**src/pkg/odc_params.svh**
```systemverilog
`ifndef ODC_PARAMS_SVH
`define ODC_PARAMS_SVH

// ----------------------------------------------------------------
// Register numbers
// ----------------------------------------------------------------
`define ODC_ADDR_DAC_PWR    7'h25
`define ODC_ADDR_HP_DRV     7'h26

// ----------------------------------------------------------------
// Field positions
// ----------------------------------------------------------------
`define ODC_BIT_LEFT_DAC    7
`define ODC_BIT_RIGHT_DAC   6
`define ODC_LCOM_HI         5
`define ODC_LCOM_LO         4
`define ODC_RCOM_HI         5
`define ODC_RCOM_LO         3
`define ODC_BIT_SCP_EN      2
`define ODC_BIT_SCP_MODE    1

// ----------------------------------------------------------------
// Field codes
// ----------------------------------------------------------------
`define ODC_LCOM_DIFF       2'h0
`define ODC_LCOM_CM         2'h1
`define ODC_LCOM_SE         2'h2
`define ODC_LCOM_RSVD       2'h3
`define ODC_RCOM_DIFF       3'h0
`define ODC_RCOM_CM         3'h1
`define ODC_RCOM_SE         3'h2
`define ODC_RCOM_DIFF_LEFT  3'h3
`define ODC_RCOM_EXT_FB     3'h4
`define ODC_RCOM_LAST_LEGAL 3'h4

// ----------------------------------------------------------------
// Reset values and fixed read values
// ----------------------------------------------------------------
`define ODC_RST_BIT         1'h0
`define ODC_RST_LCOM        2'h0
`define ODC_RST_RCOM        3'h0
`define ODC_RST_BYTE        8'h00
`define ODC_RSVD_LOW4       4'h0
`define ODC_RSVD_TOP2       2'h0
`define ODC_RSVD_BIT        1'h0
`define ODC_ADDR_W_MIN      7

`endif

```
**src/pkg/odc_pkg.sv**
```systemverilog
package odc_pkg;

    // Common output roles, one-hot
    typedef enum logic [4:0] {
        odc_role_diff_main = 5'h01,
        odc_role_common    = 5'h02,
        odc_role_single    = 5'h04,
        odc_role_diff_left = 5'h08,
        odc_role_ext_fb    = 5'h10
    } odc_role_type;

    typedef struct packed {
        odc_role_type left_hp_common_output_role;
        odc_role_type right_hp_common_output_role;
        logic         scp_current_limit;
        logic         scp_auto_power_down;
    } odc_drv_cfg_type;

endpackage : odc_pkg

```
**src/verilog/odc_role_decode.sv**
```systemverilog
`timescale 1ns/1ns
`include "odc_params.svh"

module odc_role_decode (
    input  wire logic                      core_clk,
    input  wire logic                      rst_b,
    input  wire logic [1:0]                left_com_field,
    input  wire logic [2:0]                right_com_field,
    input  wire logic                      scp_enable,
    input  wire logic                      scp_mode,
    output      odc_pkg::odc_drv_cfg_type  drv_cfg
);
    import odc_pkg::*;

    odc_drv_cfg_type next_drv_cfg;

    // ----------------------------------------------------------------
    // Role and protection decode
    // ----------------------------------------------------------------
    always_comb begin
        next_drv_cfg = '0;
        // External feedback forces left common to common-mode level
        if (right_com_field == `ODC_RCOM_EXT_FB) begin
            next_drv_cfg.left_hp_common_output_role = odc_role_common;
        end else begin
            unique case (left_com_field)
                `ODC_LCOM_DIFF: next_drv_cfg.left_hp_common_output_role = odc_role_diff_main;
                `ODC_LCOM_CM:   next_drv_cfg.left_hp_common_output_role = odc_role_common;
                `ODC_LCOM_SE:   next_drv_cfg.left_hp_common_output_role = odc_role_single;
                default:        next_drv_cfg.left_hp_common_output_role = odc_role_diff_main;
            endcase
        end
        unique case (right_com_field)
            `ODC_RCOM_DIFF:      next_drv_cfg.right_hp_common_output_role = odc_role_diff_main;
            `ODC_RCOM_CM:        next_drv_cfg.right_hp_common_output_role = odc_role_common;
            `ODC_RCOM_SE:        next_drv_cfg.right_hp_common_output_role = odc_role_single;
            `ODC_RCOM_DIFF_LEFT: next_drv_cfg.right_hp_common_output_role = odc_role_diff_left;
            `ODC_RCOM_EXT_FB:    next_drv_cfg.right_hp_common_output_role = odc_role_ext_fb;
            default:             next_drv_cfg.right_hp_common_output_role = odc_role_diff_main;
        endcase
        next_drv_cfg.scp_current_limit   = scp_enable & ~scp_mode;
        next_drv_cfg.scp_auto_power_down = scp_enable & scp_mode;
    end

    always_ff @(posedge core_clk or negedge rst_b) begin
        if (!rst_b) begin
            drv_cfg <= '{odc_role_diff_main, odc_role_diff_main,
                         `ODC_RST_BIT, `ODC_RST_BIT};
        end else begin
            drv_cfg <= next_drv_cfg;
        end
    end

endmodule : odc_role_decode

```
**src/verilog/odc_regs.sv**
```systemverilog
`timescale 1ns/1ns
`include "odc_params.svh"

// How it works
// - D6 of DAC power register powers right DAC
// - Left common field picks its output role unless right code is external feedback
// - Reserved bits read zero, write zeros
// - Right common field picks its output role
// - Code 011 left-differential, 100 external feedback
// - D2 enables short protection on all drivers
// - D1 picks current limit or auto power-down
// - D0 of driver register reserved, reads zero
// - D7 of DAC power register powers left DAC
module odc_regs #(
    parameter int ADDR_W = 7
) (
    input  wire logic                      core_clk,
    input  wire logic                      rst_b,
    input  wire logic                      reg_wr,
    input  wire logic                      reg_rd,
    input  wire logic [ADDR_W-1:0]         reg_addr,
    input  wire logic [7:0]                reg_wdata,
    output      logic [7:0]                reg_rdata,
    output      logic                      reg_rd_valid,
    output      logic                      left_dac_power_up,
    output      logic                      right_dac_power_up,
    output      odc_pkg::odc_drv_cfg_type  drv_cfg
);
    import odc_pkg::*;

    if (ADDR_W < `ODC_ADDR_W_MIN) begin : g_addr_w_check
        $error("ADDR_W too small for register numbers");
    end

    localparam logic [ADDR_W-1:0] ADDR_DAC_PWR = ADDR_W'(`ODC_ADDR_DAC_PWR);
    localparam logic [ADDR_W-1:0] ADDR_HP_DRV  = ADDR_W'(`ODC_ADDR_HP_DRV);

    logic [1:0] left_com_field;
    logic [2:0] right_com_field;
    logic       scp_enable;
    logic       scp_mode;
    logic       wr_dac_pwr;
    logic       wr_hp_drv;
    logic [1:0] wr_lcom;
    logic [2:0] wr_rcom;

    function automatic logic addr_hit(input logic [ADDR_W-1:0] a,
                                      input logic [ADDR_W-1:0] want);
        return a == want;
    endfunction : addr_hit

    assign wr_dac_pwr = reg_wr & addr_hit(reg_addr, ADDR_DAC_PWR);
    assign wr_hp_drv  = reg_wr & addr_hit(reg_addr, ADDR_HP_DRV);
    assign wr_lcom    = reg_wdata[`ODC_LCOM_HI:`ODC_LCOM_LO];
    assign wr_rcom    = reg_wdata[`ODC_RCOM_HI:`ODC_RCOM_LO];

    // ----------------------------------------------------------------
    // DAC power and left common field
    // ----------------------------------------------------------------
    always_ff @(posedge core_clk or negedge rst_b) begin
        if (!rst_b) begin
            left_dac_power_up  <= `ODC_RST_BIT;
            right_dac_power_up <= `ODC_RST_BIT;
        end else if (wr_dac_pwr) begin
            left_dac_power_up  <= reg_wdata[`ODC_BIT_LEFT_DAC];
            right_dac_power_up <= reg_wdata[`ODC_BIT_RIGHT_DAC];
        end
    end

    // Reserved code is dropped so the field never holds it
    always_ff @(posedge core_clk or negedge rst_b) begin
        if (!rst_b) begin
            left_com_field <= `ODC_RST_LCOM;
        end else if (wr_dac_pwr && wr_lcom != `ODC_LCOM_RSVD) begin
            left_com_field <= wr_lcom;
        end
    end

    // ----------------------------------------------------------------
    // High-power driver fields
    // ----------------------------------------------------------------
    always_ff @(posedge core_clk or negedge rst_b) begin
        if (!rst_b) begin
            right_com_field <= `ODC_RST_RCOM;
        end else if (wr_hp_drv && wr_rcom <= `ODC_RCOM_LAST_LEGAL) begin
            right_com_field <= wr_rcom;
        end
    end

    always_ff @(posedge core_clk or negedge rst_b) begin
        if (!rst_b) begin
            scp_enable <= `ODC_RST_BIT;
            scp_mode   <= `ODC_RST_BIT;
        end else if (wr_hp_drv) begin
            scp_enable <= reg_wdata[`ODC_BIT_SCP_EN];
            scp_mode   <= reg_wdata[`ODC_BIT_SCP_MODE];
        end
    end

    // ----------------------------------------------------------------
    // Read-back
    // ----------------------------------------------------------------
    always_ff @(posedge core_clk or negedge rst_b) begin
        if (!rst_b) begin
            reg_rdata <= `ODC_RST_BYTE;
        end else if (reg_rd) begin
            if (addr_hit(reg_addr, ADDR_DAC_PWR)) begin
                reg_rdata <= {left_dac_power_up, right_dac_power_up, left_com_field,
                              `ODC_RSVD_LOW4};
            end else if (addr_hit(reg_addr, ADDR_HP_DRV)) begin
                reg_rdata <= {`ODC_RSVD_TOP2, right_com_field, scp_enable, scp_mode,
                              `ODC_RSVD_BIT};
            end else begin
                reg_rdata <= `ODC_RST_BYTE;
            end
        end
    end

    always_ff @(posedge core_clk or negedge rst_b) begin
        if (!rst_b) begin
            reg_rd_valid <= `ODC_RST_BIT;
        end else begin
            reg_rd_valid <= reg_rd;
        end
    end

    // ----------------------------------------------------------------
    // Driver configuration decode
    // ----------------------------------------------------------------
    odc_role_decode u_decode (
        .core_clk        (core_clk),
        .rst_b           (rst_b),
        .left_com_field  (left_com_field),
        .right_com_field (right_com_field),
        .scp_enable      (scp_enable),
        .scp_mode        (scp_mode),
        .drv_cfg         (drv_cfg)
    );
endmodule : odc_regs

```
**config.mk**
```make
export PLATFORM = sky130hd
export DESIGN_NAME = odc_regs
export DESIGN_NICKNAME = d
export VERILOG_FILES = /design/src/pkg/odc_pkg.sv /design/src/verilog/odc_role_decode.sv /design/src/verilog/odc_regs.sv
export VERILOG_INCLUDE_DIRS = /design/src /design/src/pkg
export SDC_FILE = /design/constraint.sdc
export NUM_CORES = 1
export LEC_CHECK = 0
export BUFFER_PORTS_ARGS = -buffer_cell sky130_fd_sc_hd__buf_2
export CAP_MARGIN = 20
export CELL_PAD_IN_SITES_DETAIL_PLACEMENT = 1
export CELL_PAD_IN_SITES_GLOBAL_PLACEMENT = 1
export CORE_MARGIN = 8
export CORE_UTILIZATION = 40
export CTS_BUF_LIST = sky130_fd_sc_hd__clkbuf_16
export CTS_CLUSTER_DIAMETER = 200
export DETAILED_ROUTE_END_ITERATION = 7
export PLACE_DENSITY_LB_ADDON = 0.1
export SETUP_SLACK_MARGIN = 0.05
export SLEW_MARGIN = 10
export SYNTH_ARGS = -nofsm -noshare
export SYNTH_HDL_FRONTEND = slang
export SYNTH_SLANG_ARGS = --single-unit
export TNS_END_PERCENT = 100
```
**constraint.sdc**
```tcl
create_clock -name core_clk -period 2.7 [get_ports core_clk]
set_clock_uncertainty 0.15 [all_clocks]
set_input_delay 0.27 -clock core_clk [delete_from_list [all_inputs] [get_ports core_clk]]
set_output_delay 0.27 -clock core_clk [all_outputs]
set_load 0.01 [all_outputs]
```
==> out/results.tsv <==
stage	metric	value	unit
route	first_iter_violations	21	
finish	fin_nets	155	
synthesis	syn_inst	94	
synthesis	async_flop_share	100	%
critical_path	crit_family	flip-flops	
die	start_util	42.4	%
synthesis	synthFlopType	dfrtp_1	
die	ioPinCount	42	
global_routing	met2_usage	19.4	%
die	rows	19	
placed_design	postPlaceCellArea	1360	µm²
synthesis	synth_area	1170	µm²
critical_path	slowest_stage	dfstp_2	
job	drv_cap	0	
timing	setup_tns	0	ps
placed_design	place_congestion	0.696	
global_routing	antenna_found_initial	1	
route	via_count	837	
timing	finalMaxSlewViolations	0	
clocking	cts_tree	done	
die	core	2760	µm²
status	outcome	completed	
critical_path	r2r-start	right_com_field[1]	
clocking	root_buffer	clkbuf_16	
global_routing	grtUsageMet1	13.1	%
clocking	clk_path_buf_depth	2	
clocking	cts_sinks	27	
synthesis	syn_area_per_cell	12.4	µm²
critical_path	path_class	register to output port	
critical_path	cp-startpoint	u_decode.drv_cfg[2]	
critical_path	critPathMaxFanout	1	
synthesis	ys_ff_latch	27	
critical_path	crit_cells	1	
power	peakVddDrop	371	µV
clocking	clk_pin_slew	70	ps
critical_path	required	2280	ps
synthesis	yosys.area.top_type	dfrtp_1	
critical_path	worstPathBufferInverterCount	1	
timing	min_period_over_period	48.8	%
worst_hold_path	worstHoldStart	reg_wdata[7]	
power	power.total	875	µW
finish	n_fill_cell	319	
route	antenna_left	0	
global_routing	grt_max_degree	28	
clocking	cts_max_level	1	
critical_path	max_stage_delay	520	ps
global_routing	grt_pass1_vias	940	
synthesis	yosysWarnings	0	
die	die_w	70.1	µm
finish	post-route-cell-area	1460	µm²
critical_path	cp-end-kind	output port	
critical_path	r2r_setup_slack	1400	ps
worst_hold_path	whs_path_depth	2	
synthesis	ys_types	33	
critical_path	r2r_cells	3	
synthesis	synth.area.top_cells	dfrtp_1 (53%), dfstp_2 (4.5%), nor2b_1 (4.3%)	
synthesis	synth.top_cell.area_share	53.5	%
global_routing	grt.busiest_layer	met2	
clocking	cts_buffers	3	
critical_path	cp-start-kind	register	
power	power_density	602	nW/µm²
route	drc	0	
die	die_y	70.1	µm
global_routing	track_usage	11.4	%
clocking	clock_latency	260	ps
finish	final_util	52.8	%
worst_hold_path	holdCritPathClass	input port to register	
route	dr.pass1.iters	4	
timing	setup_viol	0	
route	wire_per_inst	16.9	µm
placed_design	detailed_place_hpwl	2140	µm
route	wl	2790	µm
power	power.leakage	0.754	nW
global_routing	use_met3	3.53	%
finish	drive_above_1_share	37.6	%
placed_design	dp_slack	1170	ps
route	routed_via_density	5.07	
die	die_area	4910	µm²
global_routing	grt-ovfl-total	0	
critical_path	crit_chain	buf_2	
timing	rsz0062_at_grt	false	
synthesis	synth-edff-count	0	
timing	max-slew-margin-rel	59.4	%
timing	finalWorstSetupSlack	1380	ps
timing	timing_hold_violations_final	0	
placed_design	port_buffers	37	
finish	area_growth	24.4	%
timing	fin_crit	1320	ps
timing	fmax	0.758	GHz
critical_path	arrival	900	ps
timing	worst_pin_slew	609	ps
global_routing	grt_pass1_wl	4580	µm
synthesis	synth_seq_area_share	58.0	%
stage by stage:
| step | std cells | hold WS (ps) |
|---|---|---|
| 2_1_floorplan | 96 | -176 |
| 3_3_place_gp | 159 | 150 |
| 3_5_place_dp | 159 | 164 |
| 4_1_cts | 164 | 71.9 |
| 5_1_grt | 165 | 79.0 |
| 6_report | 165 | 72.0 |
final cells by class:
| class | count | area (µm²) | share of cell area [%] |
|---|---|---|---|
| sequential | 27 | 678 | 46.6 |
| multi-input combinational | 60 | 447 | 30.7 |
| timing repair buffer | 38 | 195 | 13.4 |
| clock buffer | 3 | 75.1 | 5.16 |
| tap | 31 | 38.8 | 2.67 |
| inverter | 4 | 15.0 | 1.03 |
| clock inverter | 1 | 3.75 | 0.258 |
| antenna | 1 | 2.50 | 0.172 |
what timing repair did:
action                    in CTS  in global routing
hold buffers                   1                  0
setup buffers                  0                  0
hold endpoints to repair      25                  0
gates resized for setup        0                  0
sequential cells by signal, summed over array words and instances, names as in the netlist, 2 cells and up:
register          count
u_decode.drv_cfg     10
reg_rdata             7
right_com_field       3
left_com_field        2
cells in the final DEF, fill, tap and decap left out, types with 3 or more instances in the layout:
master | netlist | layout
buf_2 | 0 | 37
dfrtp_1 | 25 | 25
nor2b_1 | 8 | 8
a21oi_1 | 6 | 6
inv_1 | 4 | 5
nor3b_1 | 4 | 4
nand2_1 | 4 | 4
a31oi_1 | 3 | 3
a31o_2 | 3 | 3
conb_1 | 1 | 3
clkbuf_16 | 0 | 3
synth_stat cells, types with 2 or more instances:
| library cell | count |
|---|---|
| nor3b_1 | 4 |
| dfstp_2 | 2 |
| a31oi_1 | 3 |
| nand2_1 | 4 |
| and2_1 | 2 |
| mux2_4 | 2 |
| ha_1 | 2 |
| a21oi_1 | 6 |
| a22oi_1 | 2 |
| dfrtp_1 | 25 |
| nor2_1 | 2 |
| inv_1 | 4 |
| mux2_1 | 2 |
| o2bb2ai_1 | 2 |
| o31ai_1 | 2 |
| nand4bb_1 | 2 |
| buf_4 | 3 |
| nor2b_1 | 8 |
| a31o_2 | 3 |
cells by family (layout without fill, tap and decap cells):
family | after synthesis | after routing | synth area share [%]
AOI/OAI and AO/OA | 19 | 19 | 11.1
xor gates and xnor gates | 1 | 1 | 0.749
adders and majority gates | 2 | 2 | 2.14
buffers and inverters | 9 | 46 | 4.49
DFF | 27 | 27 | 58.0
muxes | 4 | 4 | 4.49
other | 1 | 4 | 0.321
and+or+nand+nor | 31 | 31 | 18.7
power by group:
group          switching, mW  internal [mW]
Clock                  0.135          0.198
Combinational         0.0521         0.0427
Sequential            0.0157          0.432
per-layer routing:
metal	up-vias	routed length [µm]
li1	402	-
met2	22	1450
met4	0	25
met1	409	1180
met3	4	135
met5	-	0
worst paths after layout:
kind,end
min,left_dac_power_up
max,drv_cfg[2]
max reg2reg,u_decode.drv_cfg[8]
min in group asynchronous,reg_rdata[5]
max in group asynchronous,right_com_field[2]
min reg2reg,reg_rdata[6]
Note: power is estimated with default switching activity, not from simulation.
